File: src/design/slc_pkg.sv
// shared constants and types for the serializer pin and configuration control
package slc_pkg;
    // =========================================================
    // widths and counts
    localparam int DATA_W       = 24;
    localparam int CTRL_W       = 3;
    localparam int FILT_MIN     = 3;
    localparam int FILT_CNT_W   = 2;
    localparam int ADDR_W       = 7;
    localparam int REG_ADDR_W   = 8;
    // =========================================================
    // two-wire target defaults and register map
    localparam logic [6:0] TARGET_ADDR_DEF = 7'h1a;
    localparam logic [7:0] REG_CTRL        = 8'h00;
    localparam logic [7:0] REG_STATUS      = 8'h01;
    // control register fields
    localparam int CTL_EDGE_OV   = 0;
    localparam int CTL_EDGE_VAL  = 1;
    localparam int CTL_SWING_OV  = 2;
    localparam int CTL_SWING_VAL = 3;
    localparam int CTL_EQ_OV     = 4;
    localparam int CTL_EQ_VAL    = 5;
    localparam logic [7:0] CTRL_RST = 8'h00;
    // =========================================================
    typedef enum logic [1:0] {
        SLC_FILT_OFF,
        SLC_FILT_ON,
        SLC_LEGACY_A,
        SLC_LEGACY_B
    } slc_mode_t;
    typedef enum {
        SLC_T_IDLE,
        SLC_T_ADDR,
        SLC_T_AACK,
        SLC_T_DATA,
        SLC_T_DACK,
        SLC_T_RD,
        SLC_T_RACK
    } slc_tstate_t;
endpackage : slc_pkg

File: src/design/slc_filt_if.sv
// carrier between the top and the control-signal filter
`timescale 1ns/100ps
`default_nettype none
interface slc_filt_if;
    logic enable;
    logic raw;
    logic clean;
    modport top (output enable, output raw, input clean);
    modport filt (input enable, input raw, output clean);
endinterface : slc_filt_if
`default_nettype wire

File: src/design/slc_ctrl_filter.sv
// glitch filter for one control input
`timescale 1ns/100ps
`default_nettype none
module slc_ctrl_filter
    import slc_pkg::*;
(
    input  wire logic clk_i,    // clock
    input  wire logic resetn_i, // sync reset, low
    slc_filt_if.filt  f         // filter carrier
);
    import slc_pkg::*;
    logic                  held;
    logic [FILT_CNT_W-1:0] cnt;
    logic                  next_held;
    logic [FILT_CNT_W-1:0] next_cnt;

    always_comb begin
        next_held = held;
        next_cnt  = '0;
        if (!f.enable) begin
            next_held = f.raw;
        end else if (f.raw != held) begin
            // a new level passes only after it stood for the full count
            if (cnt == FILT_CNT_W'(FILT_MIN - 1)) begin
                next_held = f.raw;
            end else begin
                next_cnt = cnt + 1'b1;
            end
        end
    end

    always_ff @(posedge clk_i) begin
        if (!resetn_i) begin
            held <= 1'b0;
            cnt  <= '0;
        end else begin
            held <= next_held;
            cnt  <= next_cnt;
        end
    end
    assign f.clean = held;

    // a filtered change must follow three enabled samples of the new level
    chk_filter_short: assert property (@(posedge clk_i) disable iff (!resetn_i)
        $changed(held) && $past(f.enable) && $past(f.enable, 2) && $past(f.enable, 3)
        |-> $past(f.raw) == held && $past(f.raw, 2) == held && $past(f.raw, 3) == held)
        else $error("filtered level changed too early");
endmodule : slc_ctrl_filter
`default_nettype wire

File: src/design/slc_pin_ctrl.sv
// serializer pin-level control, configuration and two-wire target
`timescale 1ns/100ps
`default_nettype none
// =========================================================
// Summary of operation
// - power-down input high runs the serializer normally.
// - power-down low drives serial lines high, stops pll, resets control registers.
// - edge select 1 captures inputs on rising edge, 0 on falling edge.
// - swing select 1 gives large swing, 0 small low power; equalization is set separately.
// - swing selection may also come from a bus register.
// - edge selection and equalization may also come from bus registers.
// - equalization off when pin floats; on by grounded resistor or register.
// - configuration 00 disables control filter, 01 enables it.
// - configuration 10 and 11 select two distinct legacy link formats.
// - self-test enable 0 is normal mode, 1 is built-in self-test.
// - an optional two-wire target with clock input and open-drain data line.
module slc_pin_ctrl
    import slc_pkg::*;
#(
    parameter logic [6:0] TARGET_ADDR = TARGET_ADDR_DEF // arbitrary base address
) (
    input  wire logic              clk_i,          // parallel clock input
    input  wire logic              resetn_i,       // sync reset, low
    input  wire logic              powerdown_n_i,  // power-down pin, low = down
    input  wire logic              strobe_edge_select_i, // edge pin
    input  wire logic              output_swing_select_i, // swing pin
    input  wire logic              eq_resistor_i,  // equalization resistor sensed
    input  wire logic [1:0]        config_i,       // mode pins
    input  wire logic              self_test_enable_i, // self-test pin
    input  wire logic [1:0]        target_address_select_i, // address offset
    input  wire logic [DATA_W-1:0] data_rise_i,    // data sampled on rising edge
    input  wire logic [DATA_W-1:0] data_fall_i,    // data sampled on falling edge
    input  wire logic [CTRL_W-1:0] ctrl_rise_i,    // control sampled on rising edge
    input  wire logic [CTRL_W-1:0] ctrl_fall_i,    // control sampled on falling edge
    input  wire logic              scl_i,          // bus clock, sampled
    input  wire logic              sda_i,          // bus data in
    output logic                   sda_o,          // bus data out, always 0
    output logic                   sda_oe_o,       // bus data drive enable
    output logic [DATA_W-1:0]      data_o,         // captured data
    output logic [CTRL_W-1:0]      ctrl_o,         // captured control, bits 0-1 filtered in configuration 01
    output logic                   serial_p_o,     // serial line high in power-down
    output logic                   serial_n_o,     // serial line high in power-down
    output logic                   pll_enable_o,   // pll run
    output logic                   tx_active_o,    // serializing
    output logic                   swing_high_o,   // large swing selected
    output logic                   eq_enable_o,    // equalization on
    output logic                   edge_rising_o,  // capture edge in use
    output logic                   self_test_o,    // self-test mode
    output slc_mode_t              link_mode_o     // filter / legacy format
);
    import slc_pkg::*;
    // =========================================================
    // state
    logic              run;
    logic [7:0]        ctrl_reg;
    logic [DATA_W-1:0] data_q;
    logic [CTRL_W-1:0] ctrl_q;
    logic              next_run;
    logic [7:0]        next_ctrl_reg;
    logic [DATA_W-1:0] next_data_q;
    logic [CTRL_W-1:0] next_ctrl_q;
    logic              edge_sel;
    logic              filt_on;
    logic              rst_all;
    assign rst_all = !resetn_i || !powerdown_n_i;

    always_comb begin
        next_run = powerdown_n_i;
        edge_sel = ctrl_reg[CTL_EDGE_OV] ? ctrl_reg[CTL_EDGE_VAL] : strobe_edge_select_i;
        next_data_q = edge_sel ? data_rise_i : data_fall_i;
        next_ctrl_q = edge_sel ? ctrl_rise_i : ctrl_fall_i;
    end

    // =========================================================
    // two-wire target, single control register behind a subaddress
    logic        scl_q;
    logic        sda_q;
    slc_tstate_t ts;
    slc_tstate_t next_ts;
    logic [7:0]  sh;
    logic [7:0]  next_sh;
    logic [3:0]  bits;
    logic [3:0]  next_bits;
    logic        rw;
    logic        next_rw;
    logic [1:0]  bytes;
    logic [1:0]  next_bytes;
    logic [7:0]  sub;
    logic [7:0]  next_sub;
    logic        oe;
    logic        next_oe;
    logic        scl_rise;
    logic        scl_fall;
    logic        start_c;
    logic        stop_c;
    logic [6:0]  my_addr;
    logic [7:0]  rd_val;
    assign scl_rise = scl_i && !scl_q;
    assign scl_fall = !scl_i && scl_q;
    assign start_c  = scl_i && scl_q && sda_q && !sda_i;
    assign stop_c   = scl_i && scl_q && !sda_q && sda_i;
    assign my_addr  = TARGET_ADDR + {5'h00, target_address_select_i};
    assign rd_val   = (sub == REG_CTRL) ? ctrl_reg : {2'h0, link_mode_o, self_test_o,
                      eq_enable_o, swing_high_o, edge_sel};

    always_comb begin
        next_ts = ts;
        next_sh = sh;
        next_bits = bits;
        next_rw = rw;
        next_bytes = bytes;
        next_sub = sub;
        next_oe = oe;
        next_ctrl_reg = ctrl_reg;
        if (start_c) begin
            next_ts = SLC_T_ADDR;
            next_bits = 4'h0;
            next_oe = 1'b0;
        end else if (stop_c) begin
            next_ts = SLC_T_IDLE;
            next_oe = 1'b0;
        end else begin
            unique case (ts)
                SLC_T_IDLE: begin
                end
                SLC_T_ADDR, SLC_T_DATA: begin
                    if (scl_rise) begin
                        next_sh = {sh[6:0], sda_i};
                        next_bits = bits + 1'b1;
                    end else if (scl_fall && bits == 4'h8) begin
                        next_bits = 4'h0;
                        if (ts == SLC_T_ADDR) begin
                            next_rw = sh[0];
                            next_bytes = 2'h0;
                            next_oe = (sh[7:1] == my_addr);
                            next_ts = (sh[7:1] == my_addr) ? SLC_T_AACK : SLC_T_IDLE;
                        end else begin
                            next_oe = 1'b1;
                            next_ts = SLC_T_DACK;
                            if (bytes == 2'h0) begin
                                next_sub = sh;
                            end else if (sub == REG_CTRL) begin
                                next_ctrl_reg = sh;
                            end
                            next_bytes = 2'h1;
                        end
                    end
                end
                SLC_T_AACK, SLC_T_DACK: begin
                    if (scl_fall) begin
                        next_ts = rw ? SLC_T_RD : SLC_T_DATA;
                        next_sh = rd_val;
                        next_oe = rw && !rd_val[7];
                    end
                end
                SLC_T_RD: begin
                    if (scl_fall) begin
                        next_bits = bits + 1'b1;
                        next_sh = {sh[6:0], 1'b0};
                        next_oe = (bits != 4'h7) && !sh[6];
                        if (bits == 4'h7) begin
                            next_ts = SLC_T_RACK;
                            next_bits = 4'h0;
                        end
                    end
                end
                SLC_T_RACK: begin
                    if (scl_rise) begin
                        next_ts = sda_i ? SLC_T_IDLE : SLC_T_AACK;
                    end
                end
            endcase
        end
    end

    always_ff @(posedge clk_i) begin
        if (rst_all) begin
            run      <= 1'b0;
            ctrl_reg <= CTRL_RST;
            data_q   <= '0;
            ctrl_q   <= '0;
            scl_q    <= 1'b1;
            sda_q    <= 1'b1;
            ts       <= SLC_T_IDLE;
            sh       <= 8'h00;
            bits     <= 4'h0;
            rw       <= 1'b0;
            bytes    <= 2'h0;
            sub      <= 8'h00;
            oe       <= 1'b0;
        end else begin
            run      <= next_run;
            ctrl_reg <= next_ctrl_reg;
            data_q   <= next_data_q;
            ctrl_q   <= next_ctrl_q;
            scl_q    <= scl_i;
            sda_q    <= sda_i;
            ts       <= next_ts;
            sh       <= next_sh;
            bits     <= next_bits;
            rw       <= next_rw;
            bytes    <= next_bytes;
            sub      <= next_sub;
            oe       <= next_oe;
        end
    end

    // =========================================================
    // control-signal filter on data-enable and hsync
    assign filt_on = (config_i == 2'h1);
    genvar gi;
    generate
        for (gi = 0; gi < 2; gi++) begin : g_filt
            slc_filt_if fc ();
            assign fc.enable = filt_on;
            assign fc.raw    = ctrl_q[gi];
            slc_ctrl_filter u_filt (
                .clk_i    (clk_i),
                .resetn_i (!rst_all),
                .f        (fc)
            );
            assign ctrl_o[gi] = fc.clean;
        end
    endgenerate
    assign ctrl_o[2] = ctrl_q[2];

    // =========================================================
    // outputs
    assign data_o        = data_q;
    assign sda_o         = 1'b0;
    assign sda_oe_o      = oe;
    assign tx_active_o   = run && powerdown_n_i;
    assign pll_enable_o  = run && powerdown_n_i;
    assign serial_p_o    = 1'b1;
    assign serial_n_o    = !(run && powerdown_n_i);
    assign edge_rising_o = edge_sel;
    assign swing_high_o  = ctrl_reg[CTL_SWING_OV] ? ctrl_reg[CTL_SWING_VAL]
                                                  : output_swing_select_i;
    assign eq_enable_o   = ctrl_reg[CTL_EQ_OV] ? ctrl_reg[CTL_EQ_VAL] : eq_resistor_i;
    assign self_test_o   = self_test_enable_i;
    assign link_mode_o   = slc_mode_t'(config_i);

    // =========================================================
    chk_pd_lines: assert property (@(posedge clk_i) !powerdown_n_i |->
        serial_p_o && serial_n_o && !pll_enable_o)
        else $error("power-down lines wrong");
    chk_pd_regs: assert property (@(posedge clk_i) !powerdown_n_i |=> ctrl_reg == CTRL_RST)
        else $error("control registers not reset");
    chk_run_on: assert property (@(posedge clk_i) disable iff (!resetn_i)
        powerdown_n_i ##1 powerdown_n_i |-> tx_active_o)
        else $error("not running");
    chk_edge_cap: assert property (@(posedge clk_i) disable iff (rst_all)
        ##1 $past(edge_sel) |-> data_q == $past(data_rise_i))
        else $error("wrong capture edge");
    chk_swing_pin: assert property (@(posedge clk_i) disable iff (rst_all)
        !ctrl_reg[CTL_SWING_OV] |-> swing_high_o == output_swing_select_i)
        else $error("swing ignores pin");
    chk_eq_float: assert property (@(posedge clk_i) disable iff (rst_all)
        !eq_resistor_i && !ctrl_reg[CTL_EQ_OV] |-> !eq_enable_o)
        else $error("equalization on while floating");
    chk_mode_map: assert property (@(posedge clk_i) disable iff (rst_all)
        config_i == 2'h3 |-> link_mode_o == SLC_LEGACY_B)
        else $error("mode map wrong");
    chk_selftest: assert property (@(posedge clk_i) self_test_o == self_test_enable_i)
        else $error("self-test mismatch");
    chk_filter_off: assert property (@(posedge clk_i) disable iff (rst_all)
        config_i == 2'h0 ##1 config_i == 2'h0 |-> ctrl_o[0] == $past(ctrl_q[0]))
        else $error("filter not bypassed");
    cov_write: cover property (@(posedge clk_i) next_ctrl_reg != ctrl_reg);
    cov_read: cover property (@(posedge clk_i) ts == SLC_T_RD);
    cov_filt: cover property (@(posedge clk_i) filt_on && ctrl_o[0] != ctrl_q[0]);
endmodule : slc_pin_ctrl
`default_nettype wire

File: config.mk
export PLATFORM = sky130hd
export DESIGN_NAME = slc_pin_ctrl
export DESIGN_NICKNAME = d
export VERILOG_FILES = /design/src/design/slc_pkg.sv /design/src/design/slc_filt_if.sv /design/src/design/slc_ctrl_filter.sv /design/src/design/slc_pin_ctrl.sv
export SDC_FILE = /design/constraint.sdc
export NUM_CORES = 1
export LEC_CHECK = 0
export ABC_CLOCK_PERIOD_IN_PS = 2000
export BUFFER_PORTS_ARGS = -buffer_cell sky130_fd_sc_hd__buf_2
export CAP_MARGIN = 25
export CORE_ASPECT_RATIO = 1.75
export CORE_UTILIZATION = 50
export DETAILED_ROUTE_END_ITERATION = 12
export GPL_TIMING_DRIVEN = 0
export HOLD_SLACK_MARGIN = 0.15
export PLACE_DENSITY = 0.78
export SETUP_SLACK_MARGIN = 0.02
export SLEW_MARGIN = 20
export SYNTH_ARGS = -nofsm -noshare
export SYNTH_HDL_FRONTEND = slang
export SYNTH_SLANG_ARGS = --single-unit
File: constraint.sdc
create_clock -name clk_i -period 2 [get_ports clk_i]
set_input_delay 0.1 -clock clk_i [delete_from_list [all_inputs] [get_ports clk_i]]
set_output_delay 0.1 -clock clk_i [all_outputs]
set_load 0.02 [all_outputs]
; ---- After elaboration in Yosys (flattened, before gate mapping)
; Index checks and enable logic that the tools add are counted.
[totals]
ramBits = 0
latchBits = 0
n_memories = 0
out_inout_bits = 39
rom_bits = 0
in_bits = 67
ff_bits = 100
word_cells = 149
[op_classes]
multipliers = 0
n_bitwise = 8
add_sub_neg = 4
div = 0
reduce_logical = 44
shift = 0
muxes = 41
n_eq_ne = 34
n_lt_le_gt_ge = 0
[ops]
columns = operator, count
row1 = 32-bit 2-to-1 mux, 6
row2 = 32-bit case mux with 4 select lines, 1
row3 = 32-bit by 2-bit == test with 1-bit output (second input constant), 3
row4 = 32-bit by 3-bit == test with 1-bit output (second input constant), 3
row5 = 32-bit by 1-bit == test with 1-bit output (second input constant), 1
row6 = 8-bit 2-to-1 mux, 4
row7 = 24-bit 2-to-1 mux, 1
row8 = 4-bit inequality test (second input constant), 6
row9 = 8-bit case mux with 3 select lines, 1
row10 = 7-bit AND reduction, 3
row11 = 2-bit inequality test (second input constant), 9
row12 = 1-bit 2-to-1 mux, 17
row13 = 4-bit 2-to-1 mux, 4
row14 = 6-bit AND reduction, 2
row15 = 1-bit logical AND, 11
row16 = 5-bit AND reduction, 2
row17 = 1-bit zero test, 9
row18 = 3-bit 2-to-1 mux, 3
row19 = 8-bit zero test, 1
row20 = 1-bit NOT, 8
row21 = 4-bit case mux with 2 select lines, 1
row22 = 8-bit AND reduction, 1
row23 = 4-bit OR reduction, 2
row24 = 7-bit by 6-bit == test with 1-bit output, 1
row25 = other kinds (23), 31

; ---- Logic depth before layout (Yosys ltp)
[logic_depth]
word_depth = 9
depth_mapped = 7

; ---- Modules after synthesis
; From an unflattened synthesis, not the netlist that was laid out.
[unflattened]
hier_cells = 379
area_unflattened_um2 = 3275.6
[modules_own_cells]
columns = mod, area_each_um2, n_inst, seq_area_each_um2, cells_per_inst
row1 = slc_pin_ctrl, 2997.9, 1, 1281.2, 355
row2 = slc_ctrl_filter, 138.9, 2, 60.1, 12

; ---- Worst setup path before layout
; Ideal clock, no wire load.
[synth_timing]
path_kind = register to register
startpoint = register bits[0]
endpoint = register bits[3]
path_slack_ns = 0.388
arrival_ns = 1.541
n_path_buf = 0
stages_incl_launch_ff = 8
path_cell_list = dfxtp_1 inv_1 ha_1 nand3b_1 nor3_2 o21ai_2 or4_1 a21oi_1
[synth_between]
elab_chain_cells = 4
elab_cells_between_ends = 10
[synth_rtl]
columns = item, line
row1 = start: declaration, slc_pin_ctrl.sv:82  ; logic [3:0] bits;
row2 = start signal: assignment, slc_pin_ctrl.sv:200  ; bits <= next_bits;
row3 = 4-bit by 1-bit adder with 4-bit output (tied with other cells), "slc_pin_ctrl.sv:129, slc_pin_ctrl.sv:158"
row4 = 4-bit 2-to-1 mux or 1-bit logical AND (tied branches), "slc_pin_ctrl.sv:161, slc_pin_ctrl.sv:130"
row5 = 4-bit 2-to-1 mux or 3-bit inequality test (tied branches), -
row6 = 4-bit case mux with 2 select lines or 4-bit AND reduction (tied branches), -
; Several ways; a longest one is shown, not always the timed one. The select of a mux whose other input is x is not followed.
; A chain may end at the register's enable or synchronous reset.

; ---- Worst setup path in the final report
[layout_timing]
startpoint = register ctrl_reg[0]
endpoint = register data_q[21], in the netlist data_o[21]
[layout_between]
elab_chain_cells = 2
[layout_rtl]
columns = item, line
row1 = start: declaration, slc_pin_ctrl.sv:55  ; logic [7:0] ctrl_reg;
row2 = start signal: assignment, slc_pin_ctrl.sv:193  ; ctrl_reg <= next_ctrl_reg;
row3 = 1-bit 2-to-1 mux, slc_pin_ctrl.sv:69  ; edge_sel = ctrl_reg[CTL_EDGE_OV] ? ctrl_reg[CTL_EDGE_VAL] : strobe_edge_select_i;
row4 = 24-bit 2-to-1 mux, slc_pin_ctrl.sv:70  ; next_data_q = edge_sel ? data_rise_i : data_fall_i;
row5 = end signal: assignment, slc_pin_ctrl.sv:194  ; data_q <= next_data_q;
row6 = end: declaration, slc_pin_ctrl.sv:56  ; logic [DATA_W-1:0] data_q;
; Every way passes these cells.

==> metrics.cfg <==
[status]
status=finished clean

[min_path]
min_from=self_test_enable_i
min_path_type=in -> reg

[floorplan]
io_pins=106
coreArea_sq_um=6228
die_y_microns=108.6
die_x_microns=62.93
start_util_pct=52.15
num_rows=38
die_area_sq_um=6835

[worst_setup_path]
path_delay_family=buffers and inverters
cp_max_fo=10
end_kind=flip-flop
worst_ep_arrival_time_ns=2.21
cp-start-kind=flip-flop
crit_path_top_delay_cell=dlygate4sd3_1
crit_path_cell_trace=mux2i_1 -> buf_2 -> nand2_1 -> a21oi_1 -> dlygate4sd3_1
path_class=reg -> reg
path_buf_inv=2
startpoint=ctrl_reg[0]$_SDFFE_PP0P_
slowest_delay_ns=0.59
required_ns=2.30
r2r-start=ctrl_reg[0]$_SDFFE_PP0P_

[final_layout]
n_antenna_cell=0
final_common_cell=buf_2
area_growth_pct=43.18
final_nets=634
drive_above_1_share_pct=26.41
final_cell_mix=buf_2, nand2_1, dfxtp_1
largest_register_ffs=24

[yosys]
netlist_instances=392
synth-edff-count=0
syn_area_per_cell_sq_um=8.286
syn_nets=463
dominantRegCellSynth=dfxtp_1
synth_warnings=0
ys_ff_latch=70
async_reset_ff_share_pct=0
syn-cell-area_sq_um=3248
ys_seq_area_share_pct=43.14
synth_cell_type_count=59

[detailed_routing]
drtIter0Drc=213
wl_per_cell_microns=17.05
top_layer_used=met4
met3_length_microns=751
wl_met1_microns=3646
firstDrtPassIters=4
route.met2.wl_microns=5820
drc=0
vias=3574
ant_nets=0
wl_microns=11050
via_per_inst=5.515

[cts]
cts_sinks=70
numCtsBuffers=9
cts_tree=yes
clockRootBuffer=clkbuf_8
path_clk_slew_ns=0.07
htreeDepth=3
clock_latency_ns=0.36
clock_path_buffers=2

[global_route]
grt_pass1_vias=3781
overflow=0
grt_use_total_pct=34.01
grt_pass1_wl_microns=17660
grt_start_max_net_pins=12
antenna_found_initial=0

[run]
drv_cap=0

[timing]
rsz0062_at_grt=false
relSlewSlack_pct=63.51
final_max_slew_viol_count=0
final.setup.tns_ns=0
setup_viol=0
fin_crit_ns=1.911
hold_slack_ns=0.1718
clock_skew_ns=0.01203
worst_pin_slew_ns=0.5424
hold_viol=0
max_freq_ghz=0.5232
fin_crit_sh_pct=95.56

[place]
portBuffers=103
hpwl_microns=6281
gp_congestion=0.8940

[pwr]
power_w=0.003011
p_leak_nw=2.199
p_per_area_nw_per_um2=647.4
ir_worst_vdd_v=0.0006402

-- area by class of cell --
| cell class | count | area, sq um |
|---|---|---|
| clock buffer | 12 | 155.1 |
| multi-input combinational | 283 | 1670 |
| tap | 80 | 100.1 |
| clock inverter | 4 | 45.04 |
| fill | 440 | 1578 |
| timing repair buffer | 160 | 1084 |
| buffer | 26 | 146.4 |
| sequential | 70 | 1401 |
| inverter | 13 | 48.80 |
-- logic make-up (layout without fill, tap and decap cells) --
| group | count (synthesis) | count (layout) | synth area share (%) |
|---|---|---|---|
| AO/OA/AOI/OAI | 90 | 90 | 16.76 |
| XOR/XNOR | 4 | 4 | 1.079 |
| adder cells (fa/ha/maj) | 4 | 4 | 1.541 |
| buffers and inverters | 39 | 215 | 5.970 |
| flip-flops | 70 | 70 | 43.14 |
| multiplexers | 23 | 23 | 7.319 |
| other | 2 | 2 | 0.2312 |
| AND/OR/NAND/NOR | 160 | 160 | 23.96 |
-- cell usage after synthesis (2+ instances only) --
cell	count	area share, %
inv_1	12	1.4
nor3_1	4	0.62
or4_1	2	0.46
clkbuf_1	9	1.0
conb_1	2	0.23
dfxtp_1	70	43
buf_1	2	0.23
mux2_2	2	0.69
mux2i_1	20	6.2
xor2_1	3	0.81
a21oi_1	47	7.2
o211ai_1	4	0.92
nand3b_1	3	0.69
nor3_2	2	0.62
o22ai_1	2	0.39
nor4_1	2	0.39
nor3b_1	2	0.46
o21ai_0	10	1.5
a21o_1	2	0.46
a22oi_1	2	0.46
a211oi_1	2	0.46
nand2_1	76	8.8
o211a_1	2	0.62
nand3_1	6	0.92
nand2b_1	9	1.7
o21ai_1	4	0.62
a31oi_1	4	0.77
nor2b_1	9	1.7
nor2_1	32	3.7
buf_4	9	2.1
or3_1	2	0.39
buf_2	5	0.77
ha_1	4	1.5
-- metal layers --
metal	track usage, %	up-vias
met3	10.15	74
met2	62.52	172
met4	27.74	0
li1	-	1675
met5	0	-
met1	29.93	1653
-- final timing paths --
check                                                           to  slack [ns]  cells after the start
worst max-delay path                         data_o[21]$_SDFF_PP0_        0.09                      5
worst min-delay path                            sh[3]$_SDFFE_PP0P_        0.17                      4
worst max register to register               data_o[21]$_SDFF_PP0_        0.09                      5
worst min register to register  g_filt[0].u_filt.cnt[0]$_SDFF_PP0_        0.42                      1
-- per-stage QoR --
stage,std cells,utilization (%),setup WS [ns],area (sq um)
floorplan,392,-,0.3884,3248
global placement,575,62.03,0.2149,3864
detailed placement,575,62.03,0.1210,3864
CTS,647,74.25,0.1036,4624
global route,648,74.67,0.02414,4651
finish,648,74.67,0.08873,4651
-- power breakdown --
| group | switching [W] | internal, W | leakage [nW] |
|---|---|---|---|
| Clock | 0.000535 | 0.000638 | 0.106 |
| Sequential | 0.0000129 | 0.00142 | 0.568 |
| Combinational | 0.000214 | 0.000189 | 1.52 |
| Total | 0.000762 | 0.00225 | 2.20 |
-- tightest hold or removal path, cell delays in order --
cell,delay (ns)
buf_2,0.10
nand2_1,0.04
and3_1,0.16
o32ai_1,0.07
-- timing repair --
action | in CTS | in global routing
hold endpoints to repair | 30 | 0
gates resized for setup | 0 | 6
endpoints found under the setup margin | 0 | 30
hold buffers | 56 | 0
buffers inserted | 0 | 1
Power figures use the tool's default switching activity.
